`src/tp_pkg.sv`:
```
// Package of register offsets, field positions and constants for the timer pair.
`default_nettype none
package tp_pkg;
  // ----------------------------------------
  // Register offsets (word addresses).
  // ----------------------------------------
  localparam logic [3:0] TP_ADDR_LOW_CTRL = 4'h0;
  localparam logic [3:0] TP_ADDR_HIGH_CTRL = 4'h1;
  localparam logic [3:0] TP_ADDR_PERIOD_LOW = 4'h2;
  localparam logic [3:0] TP_ADDR_PERIOD_HIGH = 4'h3;
  localparam logic [3:0] TP_ADDR_COUNT_LOW = 4'h4;
  localparam logic [3:0] TP_ADDR_COUNT_HIGH = 4'h5;
  localparam logic [3:0] TP_ADDR_IRQ_STATUS = 4'h6;
  localparam logic [3:0] TP_ADDR_IRQ_MASK = 4'h7;
  localparam logic [3:0] TP_ADDR_IRQ_PRIO = 4'h8;
  // ----------------------------------------
  // Control register field positions.
  // ----------------------------------------
  localparam int TP_BIT_RUN = 15;
  localparam int TP_BIT_IDLE = 13;
  localparam int TP_BIT_GATE = 6;
  localparam int TP_BIT_PS_HI = 5;
  localparam int TP_BIT_PS_LO = 4;
  localparam int TP_BIT_CONCAT = 3;
  localparam int TP_BIT_CSRC = 1;
  // Writable bits of each control register; all others read as zero.
  localparam logic [15:0] TP_LOW_CTRL_MASK = 16'hA07A;
  localparam logic [15:0] TP_HIGH_CTRL_MASK = 16'hA072;
  // Values after reset.
  localparam logic [15:0] TP_CTRL_RST = 16'h0000;
  localparam logic [15:0] TP_PERIOD_RST = 16'hFFFF;
  // Prescale divide counts minus one for settings 00, 01, 10, 11.
  localparam logic [7:0] TP_DIV1_M1 = 8'h00;
  localparam logic [7:0] TP_DIV8_M1 = 8'h07;
  localparam logic [7:0] TP_DIV64_M1 = 8'h3F;
  localparam logic [7:0] TP_DIV256_M1 = 8'hFF;
  // Interrupt status bit positions.
  localparam int TP_IRQ_LOW = 0;
  localparam int TP_IRQ_HIGH = 1;
endpackage
`default_nettype wire

```
`src/tp_prescale.sv`:
```
// One timer input stage: source select, gating, prescaler and clock synchroniser.
`default_nettype none
module tp_prescale #(
  parameter bit SYNC_BEFORE = 1'b0
) (
  input wire logic mclk,
  input wire logic rst_n,
  input wire logic run,
  input wire logic csrc,
  input wire logic gate_en,
  input wire logic gate_pin,
  input wire logic [1:0] ps_sel,
  input wire logic ext_pin,
  output logic tick
);
  import tp_pkg::*;

  // ----------------------------------------
  // Helpers.
  // ----------------------------------------
  // Maps the prescale field to its terminal count.
  function automatic logic [7:0] div_m1(input logic [1:0] sel);
    unique case (sel)
      2'b00: div_m1 = TP_DIV1_M1;
      2'b01: div_m1 = TP_DIV8_M1;
      2'b10: div_m1 = TP_DIV64_M1;
      2'b11: div_m1 = TP_DIV256_M1;
    endcase
  endfunction

  logic s1_r, s2_r, s3_r; // Synchroniser pair and edge history.
  logic [7:0] pc_r, pc_nxt; // Prescale counter.
  logic ptick_r, ptick_nxt; // Registered output of the prescaler.
  logic raw_in; // Rising edge of the unsynchronised pin, the prescaler input.
  logic ext_edge; // Rising edge of the synchronised pin.
  logic src_pulse; // One event into the prescaler.
  logic pext_r, pext_nxt; // Prescaled external level for sync-after style.

  // ----------------------------------------
  // Input selection.
  // ----------------------------------------
  // The low timer prescales the raw pin, then synchronises; the high timer synchronises first.
  assign ext_edge = s2_r & ~s3_r;
  always_comb begin
    if (csrc) begin
      // Gate is ignored with the external source selected.
      src_pulse = SYNC_BEFORE ? ext_edge : 1'b0;
    end else begin
      // Gated mode counts instruction clocks only while the gate is high.
      src_pulse = gate_en ? gate_pin : 1'b1;
    end
  end

  // ----------------------------------------
  // Prescaler.
  // ----------------------------------------
  // Divides the selected events by 1, 8, 64 or 256; cleared while stopped.
  always_comb begin
    pc_nxt = pc_r;
    ptick_nxt = 1'b0;
    pext_nxt = pext_r;
    if (!run) begin
      pc_nxt = 8'h00;
      pext_nxt = 1'b0;
    end else if (csrc && !SYNC_BEFORE) begin
      // Pin edges are sampled as synchronous, then divided, then resynchronised.
      pc_nxt = pc_r + 8'h01;
      if (pc_r >= div_m1(ps_sel)) begin
        pc_nxt = 8'h00;
      end
      pext_nxt = (pc_r >= div_m1(ps_sel)) ? ~pext_r : pext_r;
    end else if (src_pulse) begin
      if (pc_r >= div_m1(ps_sel)) begin
        pc_nxt = 8'h00;
        ptick_nxt = 1'b1;
      end else begin
        pc_nxt = pc_r + 8'h01;
      end
    end
  end

  // Counting only on raw pin rising edges keeps the sync-after path honest.
  logic pin_d_r;
  assign raw_in = ext_pin & ~pin_d_r;

  always_ff @(posedge mclk or negedge rst_n) begin
    if (!rst_n) begin
      pc_r <= 8'h00;
      ptick_r <= 1'b0;
      pext_r <= 1'b0;
      pin_d_r <= 1'b0;
      s1_r <= 1'b0;
      s2_r <= 1'b0;
      s3_r <= 1'b0;
    end else begin
      pin_d_r <= ext_pin;
      ptick_r <= ptick_nxt;
      // The divider advances on raw pin edges only in the sync-after style.
      if (csrc && !SYNC_BEFORE && run) begin
        if (raw_in) begin
          pc_r <= pc_nxt;
          pext_r <= pext_nxt;
        end
      end else begin
        pc_r <= pc_nxt;
        pext_r <= pext_nxt;
      end
      // The synchroniser looks at the pin or the prescaled level.
      s1_r <= SYNC_BEFORE ? ext_pin : pext_r;
      s2_r <= s1_r;
      s3_r <= s2_r;
    end
  end

  // A toggle of the prescaled level is one tick after synchronisation.
  assign tick = run & ((csrc && !SYNC_BEFORE) ? (s2_r ^ s3_r) : ptick_r);
endmodule
`default_nettype wire

```
`src/tp_timer_pair.sv`:
```
// Top of the 16/32-bit timer pair with its register port and interrupt logic.
//
// How it works
// - Clock source bit picks pin or instruction clock.
// - Gate bit enables gated counting, internal only.
// - Prescale field divides by 1, 8, 64, 256.
// - Run bit starts timer; low run drives pair.
// - Idle halt bit stops timer during Idle.
// - Concat bit joins both counters into 32 bits.
// - High counter is upper word, low is lower.
// - Pair uses low control, except high idle bit.
// - Pair interrupts through high timer's controls only.
// - Pair period is high word over low word.
// - Pair runs in Idle if high idle clear.
// - Unimplemented bits read zero; controls reset cleared.
// - Low timer synchronises pin after its prescaler.
// - High timer synchronises pin before its prescaler.
//
// The plain strobed port and the register addresses were decided locally.
`default_nettype none
module tp_timer_pair (
  input wire logic mclk,
  input wire logic rst_n,
  input wire logic [3:0] addr,
  input wire logic [15:0] wdata,
  input wire logic wr_en,
  input wire logic rd_en,
  output logic [15:0] rdata,
  input wire logic idle_mode,
  input wire logic ext_clock_pin_low,
  input wire logic ext_clock_pin_high,
  input wire logic gate_pin_low,
  input wire logic gate_pin_high,
  output logic irq,
  output logic [2:0] irq_priority_out
);
  import tp_pkg::*;
  // Word addresses on the four-bit port:
  // 0 low control, 1 high control.
  // 2 low period, 3 high period.
  // 4 low counter, 5 high counter.
  // 6 sticky event status, low in bit 0.
  // 7 interrupt mask, same layout.
  // 8 priorities, high in bits 5 to 3.
  // Other addresses ignore writes.
  // They also read as zero.
  // No access ever waits, so strobes
  // may come on every cycle.

  // ----------------------------------------
  // Register state.
  // ----------------------------------------
  logic [15:0] timer_low_control_r, timer_low_control_nxt; // Low timer control.
  logic [15:0] timer_high_control_r, timer_high_control_nxt; // High timer control.
  logic [15:0] period_low_word_r, period_low_word_nxt; // Low period word.
  logic [15:0] period_high_word_r, period_high_word_nxt; // High period word.
  logic [15:0] count_low_r, count_low_nxt; // Low counter.
  logic [15:0] count_high_r, count_high_nxt; // High counter.
  logic [1:0] irq_stat_r, irq_stat_nxt; // Sticky event flags.
  logic [1:0] irq_enable_r, irq_enable_nxt; // Interrupt mask.
  logic [5:0] irq_prio_r, irq_prio_nxt; // Two 3-bit priorities.
  logic [15:0] rdata_r, rdata_nxt; // Read data, one cycle after the strobe.

  // Decoded controls.
  logic concat; // Pair joined into 32 bits.
  logic run_low, run_high; // Effective run enables after idle gating.
  logic tick_low, tick_high; // Prescaled ticks.
  logic [15:0] ctl_b, ctl_c; // Control applied to each stage.
  logic ev_low, ev_high; // Period-match events.
  logic [31:0] pair_count, pair_period;

  // In 32-bit mode the low control register steers the pair, except for the high idle bit.
  assign concat = timer_low_control_r[TP_BIT_CONCAT];
  assign ctl_b = timer_low_control_r;
  assign ctl_c = timer_high_control_r;

  // Each timer runs while its run bit
  // is set and Idle does not halt it.
  // In pair mode the high stage is
  // parked; the low stage ticks both.
  // The high idle bit still counts.
  // Split the pair only when stopped:
  // the high counter would otherwise
  // jump back to its own stage at once.
  // Idle halting: the pair follows the high idle bit alone.
  always_comb begin
    if (concat) begin
      run_low = ctl_b[TP_BIT_RUN] & ~(idle_mode & ctl_c[TP_BIT_IDLE]);
      run_high = 1'b0;
    end else begin
      run_low = ctl_b[TP_BIT_RUN] & ~(idle_mode & ctl_b[TP_BIT_IDLE]);
      run_high = ctl_c[TP_BIT_RUN] & ~(idle_mode & ctl_c[TP_BIT_IDLE]);
    end
  end

  // ----------------------------------------
  // Input stages.
  // ----------------------------------------
  // Low stage: sync after prescaler. Pair mode takes its pin and settings.
  tp_prescale #(.SYNC_BEFORE(1'b0)) u_pre_low (
    .mclk(mclk),
    .rst_n(rst_n),
    .run(run_low),
    .csrc(ctl_b[TP_BIT_CSRC]),
    .gate_en(ctl_b[TP_BIT_GATE]),
    .gate_pin(gate_pin_low),
    .ps_sel(ctl_b[TP_BIT_PS_HI:TP_BIT_PS_LO]),
    .ext_pin(ext_clock_pin_low),
    .tick(tick_low)
  );

  // High stage: sync before prescaler.
  tp_prescale #(.SYNC_BEFORE(1'b1)) u_pre_high (
    .mclk(mclk),
    .rst_n(rst_n),
    .run(run_high),
    .csrc(ctl_c[TP_BIT_CSRC]),
    .gate_en(ctl_c[TP_BIT_GATE]),
    .gate_pin(gate_pin_high),
    .ps_sel(ctl_c[TP_BIT_PS_HI:TP_BIT_PS_LO]),
    .ext_pin(ext_clock_pin_high),
    .tick(tick_high)
  );

  // ----------------------------------------
  // Counters.
  // ----------------------------------------
  // One process owns both counters, so
  // pair and split modes never fight.
  // Pair mode uses one 32-bit compare
  // and increment; the wider adder is
  // the price of a same-cycle carry.
  // Software reads the halves apart,
  // so a carry may fall between reads.
  // A zero period flags every tick.
  // Counting is upward only.
  // High word over low word for both count and period.
  assign pair_count = {count_high_r, count_low_r};
  assign pair_period = {period_high_word_r, period_low_word_r};

  // A tick at the period value wraps to zero and raises the flag.
  always_comb begin
    count_low_nxt = count_low_r;
    count_high_nxt = count_high_r;
    ev_low = 1'b0;
    ev_high = 1'b0;
    if (concat) begin
      if (tick_low) begin
        if (pair_count == pair_period) begin
          {count_high_nxt, count_low_nxt} = 32'h0000_0000;
          ev_high = 1'b1;
        end else begin
          {count_high_nxt, count_low_nxt} = pair_count + 32'h0000_0001;
        end
      end
    end else begin
      if (tick_low) begin
        if (count_low_r == period_low_word_r) begin
          count_low_nxt = 16'h0000;
          ev_low = 1'b1;
        end else begin
          count_low_nxt = count_low_r + 16'h0001;
        end
      end
      if (tick_high) begin
        if (count_high_r == period_high_word_r) begin
          count_high_nxt = 16'h0000;
          ev_high = 1'b1;
        end else begin
          count_high_nxt = count_high_r + 16'h0001;
        end
      end
    end
    // A software write to a counter overrides the count step.
    if (wr_en && addr == TP_ADDR_COUNT_LOW) begin
      count_low_nxt = wdata;
    end
    if (wr_en && addr == TP_ADDR_COUNT_HIGH) begin
      count_high_nxt = wdata;
    end
  end

  // ----------------------------------------
  // Register writes and interrupt flags.
  // ----------------------------------------
  // All other writable state lives here.
  // Control writes are masked, so an
  // unimplemented bit is never stored.
  // Period and control may change while
  // running and apply from the next tick.
  // A period set below the count is met
  // only after the counter wraps.
  // Status bits stay set until cleared.
  // Software is trusted to configure fully before setting run.
  always_comb begin
    timer_low_control_nxt = timer_low_control_r;
    timer_high_control_nxt = timer_high_control_r;
    period_low_word_nxt = period_low_word_r;
    period_high_word_nxt = period_high_word_r;
    irq_enable_nxt = irq_enable_r;
    irq_prio_nxt = irq_prio_r;
    irq_stat_nxt = irq_stat_r;
    if (wr_en) begin
      unique case (addr)
        TP_ADDR_LOW_CTRL: timer_low_control_nxt = wdata & TP_LOW_CTRL_MASK;
        TP_ADDR_HIGH_CTRL: timer_high_control_nxt = wdata & TP_HIGH_CTRL_MASK;
        TP_ADDR_PERIOD_LOW: period_low_word_nxt = wdata;
        TP_ADDR_PERIOD_HIGH: period_high_word_nxt = wdata;
        TP_ADDR_IRQ_STATUS: irq_stat_nxt = irq_stat_r & ~wdata[1:0];
        TP_ADDR_IRQ_MASK: irq_enable_nxt = wdata[1:0];
        TP_ADDR_IRQ_PRIO: irq_prio_nxt = wdata[5:0];
        default: ;
      endcase
    end
    // A new event wins over a clear in the same cycle.
    if (ev_low) begin
      irq_stat_nxt[TP_IRQ_LOW] = 1'b1;
    end
    if (ev_high) begin
      irq_stat_nxt[TP_IRQ_HIGH] = 1'b1;
    end
  end

  // ----------------------------------------
  // Read port.
  // ----------------------------------------
  // Read data come from a register, so
  // no path runs from address to data.
  // Between reads the data return to
  // zero, so slaves can be ORed.
  // A read has no side effect; status
  // bits need an explicit clear.
  // Unmapped addresses read zero; data stand only in the cycle after the strobe.
  always_comb begin
    rdata_nxt = 16'h0000;
    if (rd_en) begin
      unique case (addr)
        TP_ADDR_LOW_CTRL: rdata_nxt = timer_low_control_r;
        TP_ADDR_HIGH_CTRL: rdata_nxt = timer_high_control_r;
        TP_ADDR_PERIOD_LOW: rdata_nxt = period_low_word_r;
        TP_ADDR_PERIOD_HIGH: rdata_nxt = period_high_word_r;
        TP_ADDR_COUNT_LOW: rdata_nxt = count_low_r;
        TP_ADDR_COUNT_HIGH: rdata_nxt = count_high_r;
        TP_ADDR_IRQ_STATUS: rdata_nxt = {14'h0000, irq_stat_r};
        TP_ADDR_IRQ_MASK: rdata_nxt = {14'h0000, irq_enable_r};
        TP_ADDR_IRQ_PRIO: rdata_nxt = {10'h000, irq_prio_r};
        default: rdata_nxt = 16'h0000;
      endcase
    end
  end

  // One process registers all state.
  // Reset leaves timers stopped with
  // the largest period, so an unloaded
  // period counts the full 16 bits.
  // The reset branch uses constants only.
  always_ff @(posedge mclk or negedge rst_n) begin
    if (!rst_n) begin
      timer_low_control_r <= TP_CTRL_RST;
      timer_high_control_r <= TP_CTRL_RST;
      period_low_word_r <= TP_PERIOD_RST;
      period_high_word_r <= TP_PERIOD_RST;
      count_low_r <= 16'h0000;
      count_high_r <= 16'h0000;
      irq_stat_r <= 2'b00;
      irq_enable_r <= 2'b00;
      irq_prio_r <= 6'h00;
      rdata_r <= 16'h0000;
    end else begin
      timer_low_control_r <= timer_low_control_nxt;
      timer_high_control_r <= timer_high_control_nxt;
      period_low_word_r <= period_low_word_nxt;
      period_high_word_r <= period_high_word_nxt;
      count_low_r <= count_low_nxt;
      count_high_r <= count_high_nxt;
      irq_stat_r <= irq_stat_nxt;
      irq_enable_r <= irq_enable_nxt;
      irq_prio_r <= irq_prio_nxt;
      rdata_r <= rdata_nxt;
    end
  end

  assign rdata = rdata_r;

  // ----------------------------------------
  // Interrupt output.
  // ----------------------------------------
  // The interrupt is a level, high while
  // an unmasked status bit is set.
  // The priority follows the pending
  // source; in split mode the high
  // timer wins when both are pending.
  // The order is fixed and ignores the priority values.
  // In pair mode the low flag and enable are ignored.
  always_comb begin
    if (concat) begin
      irq = irq_stat_r[TP_IRQ_HIGH] & irq_enable_r[TP_IRQ_HIGH];
      irq_priority_out = irq_prio_r[5:3];
    end else begin
      irq = |(irq_stat_r & irq_enable_r);
      irq_priority_out = (irq_stat_r[TP_IRQ_HIGH] & irq_enable_r[TP_IRQ_HIGH]) ? irq_prio_r[5:3] : irq_prio_r[2:0];
    end
  end
endmodule
`default_nettype wire

```
`config.mk`:
```
export PLATFORM = sky130hd
export DESIGN_NAME = tp_timer_pair
export DESIGN_NICKNAME = d
export VERILOG_FILES = /design/src/tp_pkg.sv /design/src/tp_prescale.sv /design/src/tp_timer_pair.sv
export SDC_FILE = /design/constraint.sdc
export NUM_CORES = 1
export LEC_CHECK = 0
export BUFFER_PORTS_ARGS = -buffer_cell sky130_fd_sc_hd__buf_2
export CAP_MARGIN = 25
export CORE_MARGIN = 4
export CORE_UTILIZATION = 55
export CTS_BUF_LIST = sky130_fd_sc_hd__clkbuf_8
export DETAILED_ROUTE_END_ITERATION = 16
export HOLD_SLACK_MARGIN = 0.03
export MAX_ROUTING_LAYER = met4
export PLACE_DENSITY = 0.73
export SLEW_MARGIN = 20
export SYNTH_ARGS = -nofsm -noshare
export SYNTH_HDL_FRONTEND = slang
export SYNTH_HIERARCHICAL = 1
export SYNTH_SLANG_ARGS = --single-unit
export TNS_END_PERCENT = 100
```
`constraint.sdc`:
```
create_clock -name mclk -period 3.4 [get_ports mclk]
set_input_delay 0 -clock mclk [delete_from_list [all_inputs] [get_ports mclk]]
set_output_delay 0 -clock mclk [all_outputs]
set_load 0.005 [all_outputs]
```
==> flow_summary.yaml <==
sta:
  fin_crit_sh: 0.832
  hold_viol_final: 0
  worstMarginPinSlew_ns: 0.971
  fin_setup_tns_ns: 0
  rsz0062_at_grt: "false"
  fmax_ghz: 0.354
  finalCriticalPeriod_ns: 2.83
  slew_violations: 0
  setup_viol: 0
  holdWs_ns: 0.0716
  finClkSkew_ns: 0.00935
  relSlewSlack: 0.350
routing:
  antenna_left: 0
  routed_via_density: 6.69
  wl_met2_um: 11100
  dr.pass1.iters: 6
  met1_length_um: 9420
  top_layer_used: "met4"
  drtIter0Drc: 742
  dr_wl_met3_um: 2150
  drc: 0
  routed_wl_um: 23800
  wl_per_cell_um: 23.2
  vias: 6858
synthesis:
  synth-simple-area-share: 0.174
  synth_compound_area_frac: 0.174
  yosysUniqueCellTypes: 74
  ys_seq_area_frac: 0.425
  netlist_instances: 777
  synth_warnings: 6
  ys_seq_elements: 129
  synthXorXnorAreaFrac: 0.0601
  synth_mux_area_frac: 0.101
  synth_area_per_cell_um2: 9.89
  yosysTopAreaCell: "dfrtp_1"
  syn-cell-area_mm2: 0.00769
  synth_nets: 822
  synth_area_leaders: "dfrtp_1 (32%), dfstp_2 (11%), mux2_2 (8.8%)"
  async_reset_ff_frac: 1.00
  synth_top_family_by_area: "simple AND/OR/NAND/NOR gates"
  yosysTopAreaCellShare: 0.316
  synth_adder_area_share: 0.0260
  ys_dominant_reg_cell: "dfrtp_1"
  synth_edf_count: 0
clock_network:
  clk_pin_slew_worst_paths_ns: 0.08
  cts_tree: "built"
  cts_sinks: 129
  post_cts_resized: 0
  cts_made_buffers: 17
  h-tree-depth: 4
  cts_root_buf: "clkbuf_8"
  cts.path.max_buffers: 2
  clock_latency_ns: 0.46
die:
  io_pins: 49
  dieWidth_um: 126
  initial_core_util: 0.571
  dieArea_mm2: 0.0159
  fp.dieH_um: 126
  core_mm2: 0.0135
  rows: 42
critical_path:
  crit_fanout: 11
  critPathArrivalTime_ns: 3.16
  start_kind: "register"
  critical_path_class: "reg2reg"
  reg2reg_depth: 12
  cp-end-kind: "register"
  crit_required_ns: 3.74
layout:
  fin_nets: 881
  area_delta_synth_final_pct: 12.9
  drive_above_1_share: 0.249
  diodes: 0
pwr:
  p_per_area_mw_per_mm2: 571
  ir_drop_v: 0.000321
  p_int_uw: 3170
  power_frac_seq: 0.462
  p_clk_frac: 0.264
  p_switching_uw: 1790
  p_comb_frac: 0.273
  p_leak_uw: 0.00348
  switching_share: 0.361
worst_hold_path:
  holdPathStages: 3
  hold_path.class: "in2reg"
global_route:
  grt_max_degree: 58
  overflow: 0
  grt.total_usage: 0.317
  grt_antenna_before_repair: 0
  grt_pass1_wl_um: 38600
  grt_pass1_vias: 6856
run:
  cap_viol_max_count: 0
place:
  hpwl_um: 17200
  port_buffers: 48
  place_congestion: 1.01
outcome:
  run_status: "complete, no violations"
[final cells by class]
class / instances / area [um^2]
repair buffers: 92 / 643
inverters: 13 / 48.8
clock buffers: 18 / 248
fillers: 1113 / 4770
clock inverters: 14 / 143
multi-input cells: 583 / 4110
flip-flops and latches: 129 / 3270
well taps: 176 / 220
[cell usage in the layout (no fill, tap or decap), drive strengths merged, types with 16 or more instances in the layout]
cell type,n
nor2,43
nor3,25
a22oi,23
xnor2,42
nand2,74
nand3,29
dfrtp,97
clkbuf,18
o21ai,29
dlygate4sd3,23
ha,16
mux2,60
nand4,19
buf,69
a21oi,42
dfstp,32
[path summary, 6_finish.rpt]
check | slack (ns) | end | startpoint
max | 0.57 | count_high_r[6]$_DFFE_PN0P_ | ctl_b[3]$_DFFE_PN0P_
min | 0.07 | count_low_r[1]$_DFFE_PN0P_ | wr_en
max reg2reg | 0.57 | count_high_r[6]$_DFFE_PN0P_ | ctl_b[3]$_DFFE_PN0P_
min reg2reg | 0.36 | u_pre_high/s2_r$_DFF_PN0_ | u_pre_high/s1_r$_DFF_PN0_
max in group asynchronous | 2.40 | period_high_word_r[10]$_DFFE_PN1P_ | rst_n
min in group asynchronous | 0.15 | u_pre_low/pc_r[7]$_DFFE_PN0P_ | rst_n
[metrics by stage]
| step | power, uW | cell area [um^2] | setup WS, ns | util | cells |
|---|---|---|---|---|---|
| finish | 4960 | 8680 | 0.572 | 0.645 | 1025 |
| global route | 5200 | 8680 | 0.356 | 0.645 | 1025 |
| CTS | 4940 | 8680 | 0.594 | 0.645 | 1025 |
| detailed placement | 3600 | 8060 | 0.603 | 0.599 | 970 |
| global placement | 3550 | 8060 | 0.698 | 0.599 | 970 |
| floorplan | 3110 | 7690 | 0.459 | - | 777 |
[worst max-delay path, stage by stage, from the launching register on]
cell and delay (ns):
dfrtp_1 0.39, mux2_2 0.22, a21boi_0 0.07, buf_4 0.17
o211a_1 0.11, buf_4 0.17, nand2_1 0.09, a21boi_1 0.63
buf_4 0.29, nor3_1 0.06, a21o_1 0.15, a221oi_1 0.25
a21oi_1 0.10
[power by group through the flow]
| stage | Sequential, uW | Clock [uW] | Combinational, uW |
|---|---|---|---|
| after CTS | 2270 | 1330 | 1330 |
| after global placement | 2280 | 0 | 1280 |
| after floorplan | 2090 | 0 | 1020 |
| final | 2290 | 1310 | 1360 |
| after global routing | 2330 | 1400 | 1470 |
| after detailed placement | 2300 | 0 | 1310 |
[metal layers]
layer | up-vias | GRT usage
met5 | - | -
met4 | 0 | 0.148
met2 | 404 | 0.478
li1 | 3009 | -
met3 | 95 | 0.0707
met1 | 3350 | 0.408
[what timing repair did]
action,4_1_cts,5_1_grt
setup endpoints to repair,0,0
hold buffers,23,0
endpoints found under the hold margin,142,0
setup buffers,0,0
[state kept, by name, indices dropped and copies added (netlist names), 6 cells and up]
signal,cells
count_high_r,16
count_low_r,16
period_high_word_r,16
period_low_word_r,16
rdata,16
u_pre_high/pc_r,8
u_pre_low/pc_r,8
ctl_b,7
ctl_c,6
irq_prio_r,6
[synth_stat cells, types with 4 or more instances]
cell	count
nand2_1	74
a22oi_1	23
o211a_1	4
ha_1	16
nor3_1	24
nand3b_1	7
xnor2_1	40
o31ai_1	15
dfstp_2	32
inv_1	11
o22ai_1	4
buf_6	6
mux2_2	60
o21a_1	5
and4_1	10
and2_1	7
a222oi_1	6
or4_1	4
nand2b_1	5
clkbuf_1	27
a21oi_1	41
buf_2	16
nand4_1	18
nand3_1	29
a221oi_1	5
a31oi_1	14
a32oi_1	4
dfrtp_1	97
o21ai_1	5
a21o_1	4
nor4_1	7
and3_1	15
xor2_1	9
nor2_1	42
o21ai_0	24
[cells by family (layout without fill, tap and decap cells)]
| kind of cell | after synthesis | in the layout |
|---|---|---|
| AO/OA/AOI/OAI | 189 | 189 |
| XOR/XNOR | 51 | 51 |
| adder cells (fa/ha/maj) | 16 | 16 |
| buffers and inverters | 65 | 137 |
| flip-flops | 129 | 129 |
| multiplexers | 66 | 66 |
| AND/OR/NAND/NOR | 261 | 261 |
Power figures use the tool's default switching activity.
